<file path="src/aux_switch_pkg.sv">
`default_nettype none

package aux_switch_pkg;

    // ------------------------------------------------------------
    // Bundling modes
    // ------------------------------------------------------------
    localparam logic [1:0] MODE_QUAD    = 2'h0;
    localparam logic [1:0] MODE_DUAL    = 2'h1;
    localparam logic [1:0] MODE_SINGLE  = 2'h2;
    localparam logic [1:0] MODE_ILLEGAL = 2'h3;

    // ------------------------------------------------------------
    // Auxiliary switch modes register fields
    // ------------------------------------------------------------
    localparam int MODES_EN_BIT    = 6;
    localparam int MODES_MODE_LSB  = 4;
    localparam int MODES_PICK_LSB  = 0;
    localparam logic [7:0] MODES_RESET     = 8'h40;
    localparam logic [7:0] MODES_READ_MASK = 8'h7F;

    // ------------------------------------------------------------
    // Receiver settings register fields
    // ------------------------------------------------------------
    localparam int RXSET_TERM_BIT = 0;
    localparam logic [7:0] RXSET_RESET     = 8'h01;
    localparam logic [7:0] RXSET_READ_MASK = 8'h01;

    // ------------------------------------------------------------
    // Timing
    // ------------------------------------------------------------
    localparam longint CLK_HZ        = 25000000;
    localparam longint PULSE_TIME_MS = 100;
    localparam longint PULSE_CYCLES  = (PULSE_TIME_MS * CLK_HZ) / 1000;

endpackage

`default_nettype wire

</file>
<file path="src/aux_switch_route_decode.sv">
// What this block does
// - Decode mode 00 quad, 01 dual, 10 single
// - Mode write of 11 keeps previous mode
// - Quad: low pick bits choose whole group
// - Dual: bit2 picks A/C or B/D pair
// - Single: four pick bits choose one channel
// - Terminations off while termination bit clear
// - Switch disabled leaves all lines unconnected
// - Pulsed channel terminations drop 100 ms on switch
`timescale 1ns/1ps
`default_nettype none

module aux_switch_route_decode #(
    parameter int PULSE_CYCLES = int'(aux_switch_pkg::PULSE_CYCLES)
) (
    // Clock and reset
    input  wire logic        clk,
    input  wire logic        resetn,
    // Register write port
    input  wire logic        modes_wr,
    input  wire logic        rxset_wr,
    input  wire logic [7:0]  wr_data,
    input  wire logic [15:0] term_pulse_sel,
    // Register read back
    output logic      [7:0]  modes_rd,
    output logic      [7:0]  rxset_rd,
    // Switch controls: conn[line*16 + channel], channel A0..D3 = 0..15
    output logic      [63:0] route_conn,
    // Per input channel termination connect, same channel order
    output logic      [15:0] term_connect
);

    // ------------------------------------------------------------
    // Parameter check
    // ------------------------------------------------------------
    // Zero would leave the pulse timer unable to open a gap
    if (PULSE_CYCLES < 1) begin : g_bad_pulse
        $error("PULSE_CYCLES must be at least one");
    end

    // ------------------------------------------------------------
    // Registers
    // ------------------------------------------------------------
    logic       en_reg;
    logic [1:0] mode_reg;
    logic [3:0] pick_reg;
    logic       term_on_reg;
    logic [31:0] pulse_cnt_reg;
    logic [31:0] pulse_cnt_next;
    wire  [15:0] pulse_by_ch;
    wire  [15:0] term_next;
    wire  [63:0] route_next;

    wire  [1:0] wr_mode     = wr_data[aux_switch_pkg::MODES_MODE_LSB +: 2];
    wire        mode_legal  = wr_mode != aux_switch_pkg::MODE_ILLEGAL;
    wire  [1:0] mode_next   = (modes_wr && mode_legal) ? wr_mode : mode_reg;
    wire        switch_evt  = modes_wr &&
                              ((wr_data[aux_switch_pkg::MODES_PICK_LSB +: 4] != pick_reg) ||
                               (mode_next != mode_reg));

    always_ff @(posedge clk or negedge resetn) begin
        if (!resetn) begin
            en_reg   <= aux_switch_pkg::MODES_RESET[aux_switch_pkg::MODES_EN_BIT];
            mode_reg <= aux_switch_pkg::MODES_RESET[aux_switch_pkg::MODES_MODE_LSB +: 2];
            pick_reg <= aux_switch_pkg::MODES_RESET[aux_switch_pkg::MODES_PICK_LSB +: 4];
        end else if (modes_wr) begin
            en_reg   <= wr_data[aux_switch_pkg::MODES_EN_BIT];
            mode_reg <= mode_next;
            pick_reg <= wr_data[aux_switch_pkg::MODES_PICK_LSB +: 4];
        end
    end

    always_ff @(posedge clk or negedge resetn) begin
        if (!resetn) begin
            term_on_reg <= aux_switch_pkg::RXSET_RESET[aux_switch_pkg::RXSET_TERM_BIT];
        end else if (rxset_wr) begin
            term_on_reg <= wr_data[aux_switch_pkg::RXSET_TERM_BIT];
        end
    end

    // ------------------------------------------------------------
    // Termination pulse timer
    // ------------------------------------------------------------
    // Restarts on every source switch, so back to back switches extend the gap
    assign pulse_cnt_next = switch_evt ? 32'(PULSE_CYCLES) :
                            (pulse_cnt_reg != 32'h0000_0000) ? pulse_cnt_reg - 32'h0000_0001 : pulse_cnt_reg;

    always_ff @(posedge clk or negedge resetn) begin
        if (!resetn) begin
            pulse_cnt_reg <= 32'h0000_0000;
        end else begin
            pulse_cnt_reg <= pulse_cnt_next;
        end
    end

    wire pulsing = pulse_cnt_reg != 32'h0000_0000;

    // Pulse select bit order differs from channel order
    localparam logic [63:0] PULSE_MAP = 64'hCDEF_89AB_3210_7654;

    genvar ch;
    generate
        for (ch = 0; ch < 16; ch++) begin : g_term
            wire [3:0] sel_bit = 4'(PULSE_MAP >> (4 * ch));
            assign pulse_by_ch[ch] = term_pulse_sel[sel_bit];
        end
    endgenerate

    // Pulse only gaps a termination that is switched on
    assign term_next = term_on_reg ? ~(pulse_by_ch & {16{pulsing}}) : 16'h0000;

    always_ff @(posedge clk or negedge resetn) begin
        if (!resetn) begin
            term_connect <= 16'h0000;
        end else begin
            term_connect <= term_next;
        end
    end

    // ------------------------------------------------------------
    // Route decode
    // ------------------------------------------------------------
    // Channel index = group*4 + lane; A=0, B=1, C=2, D=3
    genvar ln;
    generate
        for (ln = 0; ln < 4; ln++) begin : g_line
            logic [3:0] src;
            logic       used;
            always_comb begin
                src  = 4'h0;
                used = 1'b0;
                case (mode_reg)
                    aux_switch_pkg::MODE_QUAD: begin
                        src  = {pick_reg[1:0], 2'(ln)};
                        used = 1'b1;
                    end
                    aux_switch_pkg::MODE_DUAL: begin
                        // Line 0 from A/B, line 2 from C/D; lines 1 and 3 unused; lane from pick bits 1:0
                        src  = {(ln >= 2), pick_reg[2], pick_reg[1:0]};
                        used = (ln == 0) || (ln == 2);
                    end
                    aux_switch_pkg::MODE_SINGLE: begin
                        src  = pick_reg;
                        used = (ln == 0);
                    end
                    default: begin
                        src  = 4'h0;
                        used = 1'b0;
                    end
                endcase
            end
            assign route_next[ln*16 +: 16] = (en_reg && used) ? (16'h0001 << src) : 16'h0000;
        end
    endgenerate

    always_ff @(posedge clk or negedge resetn) begin
        if (!resetn) begin
            route_conn <= 64'h0000_0000_0000_0000;
        end else begin
            route_conn <= route_next;
        end
    end

    // ------------------------------------------------------------
    // Read back
    // ------------------------------------------------------------
    assign modes_rd = {1'b0, en_reg, mode_reg, pick_reg} & aux_switch_pkg::MODES_READ_MASK;
    assign rxset_rd = {7'h00, term_on_reg};

    // ------------------------------------------------------------
    // Checks
    // ------------------------------------------------------------
    a_illegal_mode_kept: assert property (@(posedge clk) disable iff (!resetn)
        (modes_wr && wr_mode == aux_switch_pkg::MODE_ILLEGAL) |=> (mode_reg == $past(mode_reg)))
        else $error("illegal mode changed setting");
    a_disabled_open: assert property (@(posedge clk) disable iff (!resetn)
        !en_reg |=> route_conn == 64'h0)
        else $error("route closed while disabled");
    a_term_off_open: assert property (@(posedge clk) disable iff (!resetn)
        !term_on_reg |=> term_connect == 16'h0000)
        else $error("termination on while off");
    a_quad_group: assert property (@(posedge clk) disable iff (!resetn)
        (en_reg && mode_reg == aux_switch_pkg::MODE_QUAD) |=>
        route_conn[15:0] == (16'h0001 << {$past(pick_reg[1:0]), 2'b00}))
        else $error("quad routing wrong");
    a_single_one: assert property (@(posedge clk) disable iff (!resetn)
        (en_reg && mode_reg == aux_switch_pkg::MODE_SINGLE) |=>
        route_conn == {48'h0, 16'h0001 << $past(pick_reg)})
        else $error("single routing wrong");
    a_dual_pair: assert property (@(posedge clk) disable iff (!resetn)
        (en_reg && mode_reg == aux_switch_pkg::MODE_DUAL) |=>
        route_conn[47:32] == (16'h0001 << {1'b1, $past(pick_reg[2:0])}))
        else $error("dual routing wrong");
    a_pulse_start: assert property (@(posedge clk) disable iff (!resetn)
        switch_evt |=> pulse_cnt_reg == 32'(PULSE_CYCLES))
        else $error("pulse timer not started");
    a_mode_legal: assert property (@(posedge clk) disable iff (!resetn)
        mode_reg != aux_switch_pkg::MODE_ILLEGAL)
        else $error("illegal mode held");
    a_quad_top: assert property (@(posedge clk) disable iff (!resetn)
        (en_reg && mode_reg == aux_switch_pkg::MODE_QUAD) |=>
        route_conn[63:48] == (16'h0001 << {$past(pick_reg[1:0]), 2'b11}))
        else $error("quad top line wrong");
    a_dual_low: assert property (@(posedge clk) disable iff (!resetn)
        (en_reg && mode_reg == aux_switch_pkg::MODE_DUAL) |=>
        route_conn[15:0] == (16'h0001 << {1'b0, $past(pick_reg[2:0])}))
        else $error("dual low pair wrong");
    a_pulse_gap: assert property (@(posedge clk) disable iff (!resetn)
        (term_on_reg && pulsing) |=> term_connect == ~$past(pulse_by_ch))
        else $error("pulse gap pattern wrong");
    a_term_held: assert property (@(posedge clk) disable iff (!resetn)
        (term_on_reg && !pulsing) |=> term_connect == 16'hffff)
        else $error("termination dropped without switch");
    a_pulse_bound: assert property (@(posedge clk) disable iff (!resetn)
        pulse_cnt_reg <= 32'(PULSE_CYCLES))
        else $error("pulse timer out of range");
    a_pulse_count: assert property (@(posedge clk) disable iff (!resetn)
        (!switch_evt && pulsing) |=> pulse_cnt_reg == $past(pulse_cnt_reg) - 32'h0000_0001)
        else $error("pulse timer not counting down");

endmodule

`default_nettype wire

</file>
<file path="config.mk">
export PLATFORM = sky130hd
export DESIGN_NAME = aux_switch_route_decode
export DESIGN_NICKNAME = d
export VERILOG_FILES = /design/src/aux_switch_pkg.sv /design/src/aux_switch_route_decode.sv
export SDC_FILE = /design/constraint.sdc
export NUM_CORES = 1
export LEC_CHECK = 0
export BUFFER_PORTS_ARGS = -buffer_cell sky130_fd_sc_hd__buf_2
export CORE_ASPECT_RATIO = 1.25
export CORE_UTILIZATION = 52
export CTS_CLUSTER_DIAMETER = 150
export DETAILED_ROUTE_END_ITERATION = 12
export GPL_TIMING_DRIVEN = 0
export PLACE_DENSITY = 0.79
export SYNTH_ARGS = -nofsm -noshare
export SYNTH_HDL_FRONTEND = slang
export SYNTH_SLANG_ARGS = --single-unit
</file>
<file path="constraint.sdc">
create_clock -name clk -period 3.3 [get_ports clk]
set_input_delay 0.165 -clock clk [delete_from_list [all_inputs] [get_ports clk]]
set_output_delay 0.165 -clock clk [all_outputs]
set_load 0.005 [all_outputs]
</file>
==> results.md <==
- Startpoint Class: register
- Most frequent cells in the layout: dfrtp_1, buf_2, nor2_1, conb_1, dlygate4sd3_1
- Top_reg_cell synth: dfrtp_1
- Status: completed
- Routability congestion estimate from global placement: 0.832
- ANT nets after route: 0
- Drt total wl: 11100 um
- Slowest cell on crit path: nor4_1
- Worst-margin pin slew: 1010 ps
- Ranking of synthesized cells by area: dfrtp_1, nor2_1, a21oi_1, or4_1, or3_1
- Worst EP required: between 3000 and 4000 ps
- Hpwl dp: 6760 um
- DRT Pass-1 Iters: 7
- CTS Root Cell: clkbuf_8
- Pwr Density: 620 nW/um^2
- Seq cells post-synth: 120
- Unique cell type count in the Yosys netlist: 44
- Rel. slew slack: 31.9%
- Die Y: ~110 um
- Setup Buffers After CTS: 0
- Slowest stage delay, CP: 640 ps
- Commonest non-fill, non-tap cell in the layout: dfrtp_1
- Deepest clock path buffer count: 2
- Final Hold Viols: 0
- RSZ-0062 raised after global routing: no
- Initial core utilization: 53.3%
- Maximum capacitance violations: 0
- Vias in the first global route: ~3800
- Final setup fails: 0
- Register area share after synthesis: 65.2%
- Synth area leader: dfrtp_1
- Core region area: 8650 um^2
- Synthesized area per cell: 11.9 um^2
- Initial drt markers: slightly above 200
- Max FO, Critical Path: 6
- Largest net degree at the start of global routing: 79
- Layout Nets: 615
- Slew Viols, Final: 0
- I/O Pins: ~120
- IO buf count: approximately 110
- Wire per inst: 15.5 um
- Antenna violations before repair: 0
- CTS resizes: 0
- Via/cell ratio: 5.21
- Total Neg Setup Slack: 0 ps
- All-Layer GR Usage: 25.2%
- CP arrival: roughly 3500 ps
- Synth Warn #: 0
- Ant. Diodes: 0
- Highest clock rate: 0.328 GHz
- Share of cells above drive strength 1: between 20% and 30%
- Critical path type: reg -> reg
- Mapped Cells: 388
- Worst-Skew Late Latency: 520 ps
- Peak supply drop: 0.000444 V
- HP Class: in -> reg
- Clk sinks: 120
- Pleak: around 0.0031 uW
- First-pass GRT wire length: 17500 um
- Gr ovfl total: 0
- Via count: 3739
- Die area: 9250 um^2
- Synth Cell Area: 4610 um^2
- DR DRC count: 0
- Period minus WS final: around 3000 ps
- Async SR Flop Fraction: 100%
- CP cell instances: inv_1 -> ha_1 -> or3b_2 -> clkbuf_1 -> nor4_1 -> o21ai_1 -> or4_1 -> a21oi_1
- Chip Width: 86.2 um
- Worst Skew: 4.06 ps
- CP endpoint kind: register
- Max reg flops: 64
- TritonCTS clock tree: done
- Share of the synthesized area in the top cell type: 64.0%
- Finished Core Util: 74.0%
- Fin crit share: approximately 92%
- Clk pin slew, worst setup/hold paths: 60 ps
- EDFF count, synth: 0
- CTS Buf Count: 17
- H-tree depth: 4
- # rows: 38
- Area Growth Syn to Fin: 38.8%
## layout make-up
cell class | instances | area [um^2]
buffer | 28 | 145
clock buffer | 19 | 432
clock inverter | 13 | 201
fill | 585 | 2250
inverter | 5 | 18.8
multi-input combinational | 272 | 1580
sequential | 120 | 3010
tap | 120 | 150
timing repair buffer | 141 | 866
## report_power, final
| group | leakage, uW | internal [uW] | switching [uW] |
|---|---|---|---|
| Clock | 0.000315 | 1320 | 653 |
| Sequential | 0.00152 | 1550 | 48.8 |
| Combinational | 0.00129 | 170 | 231 |
## synth_stat cells (2+ instances only)
library cell / instances
a211oi_1: 2
a21boi_0: 7
a21boi_1: 9
a21oi_1: 22
and3_1: 3
buf_2: 2
buf_4: 10
clkbuf_1: 16
dfrtp_1: 118
dfstp_2: 2
ha_1: 2
inv_1: 5
mux2_2: 7
mux2i_1: 4
nand2_1: 11
nand2b_1: 10
nand3_1: 8
nor2_1: 43
nor2b_1: 3
nor3_1: 12
nor4_1: 11
o211ai_1: 3
o21ai_0: 11
o31a_1: 2
o31ai_1: 7
o41ai_1: 3
or2_2: 3
or3_1: 14
or4_1: 14
xnor2_1: 6
xor2_1: 5
## worst paths after layout
kind / cells past startpoint / slack [ps] / end / from
hold reg to reg: 2 / 560 / pulse_cnt_reg[22]$_DFFE_PN0P_ / pulse_cnt_reg[22]$_DFFE_PN0P_
min in group asynchronous: 2 / 190 / term_connect[13]$_DFF_PN0_ / resetn
max in group asynchronous: 3 / 2320 / en_reg$_DFFE_PN1P_ / resetn
hold / removal: 2 / 170 / pick_reg[1]$_DFFE_PN0P_ / modes_wr
setup reg to reg: 8 / 250 / pulse_cnt_reg[20]$_DFFE_PN0P_ / pulse_cnt_reg[0]$_DFFE_PN0P_
setup / recovery: 8 / 250 / pulse_cnt_reg[20]$_DFFE_PN0P_ / pulse_cnt_reg[0]$_DFFE_PN0P_
## worst max-delay path: cells and delay by family (launching register included)
kind | cells | cell delay (ps)
buf+inv | 2 | 280
flops | 1 | 450
simple gates | 3 | 1550
compound gates | 2 | 510
fa+ha+maj | 1 | 170
## cell families after synthesis
| family | share of synthesized area [%] |
|---|---|
| flip-flops | 65.2 |
| multiplexers | 2.58 |
| buffers and inverters | 3.55 |
| adder cells (fa/ha/maj) | 0.543 |
| AND/OR/NAND/NOR | 16.1 |
| AO/OA/AOI/OAI | 9.93 |
| XOR/XNOR | 2.09 |
| other | 0.0813 |
## per-stage QoR
stage / hold WS (ps) / instance area, um^2 / cells / power, uW / worst slack [ps]
finish: 174 / 6400 / 718 / 3970 / 252
global route: 187 / 6400 / 718 / 4100 / 48.8
floorplan: -131 / 4750 / 425 / 1820 / 509
CTS: 154 / 6400 / 718 / 3970 / 350
global placement: 334 / 5470 / 658 / 1960 / 400
detailed placement: 196 / 5500 / 659 / 1980 / 360
## repair_timing
item / 4_1_cts / 5_1_grt
hold endpoints to repair: 66 / 0
endpoints found under the setup margin: 0 / 0
hold buffers: 27 / 0
## per-layer routing
metal,up-vias,GRT usage (%),share of wire [%]
li1,1722,-,-
met1,1823,27.8,37
met2,156,42.9,53
met3,38,8.21,6.7
met4,0,13.3,3.1
met5,-,0,0
(Power assumes the default switching activity.)
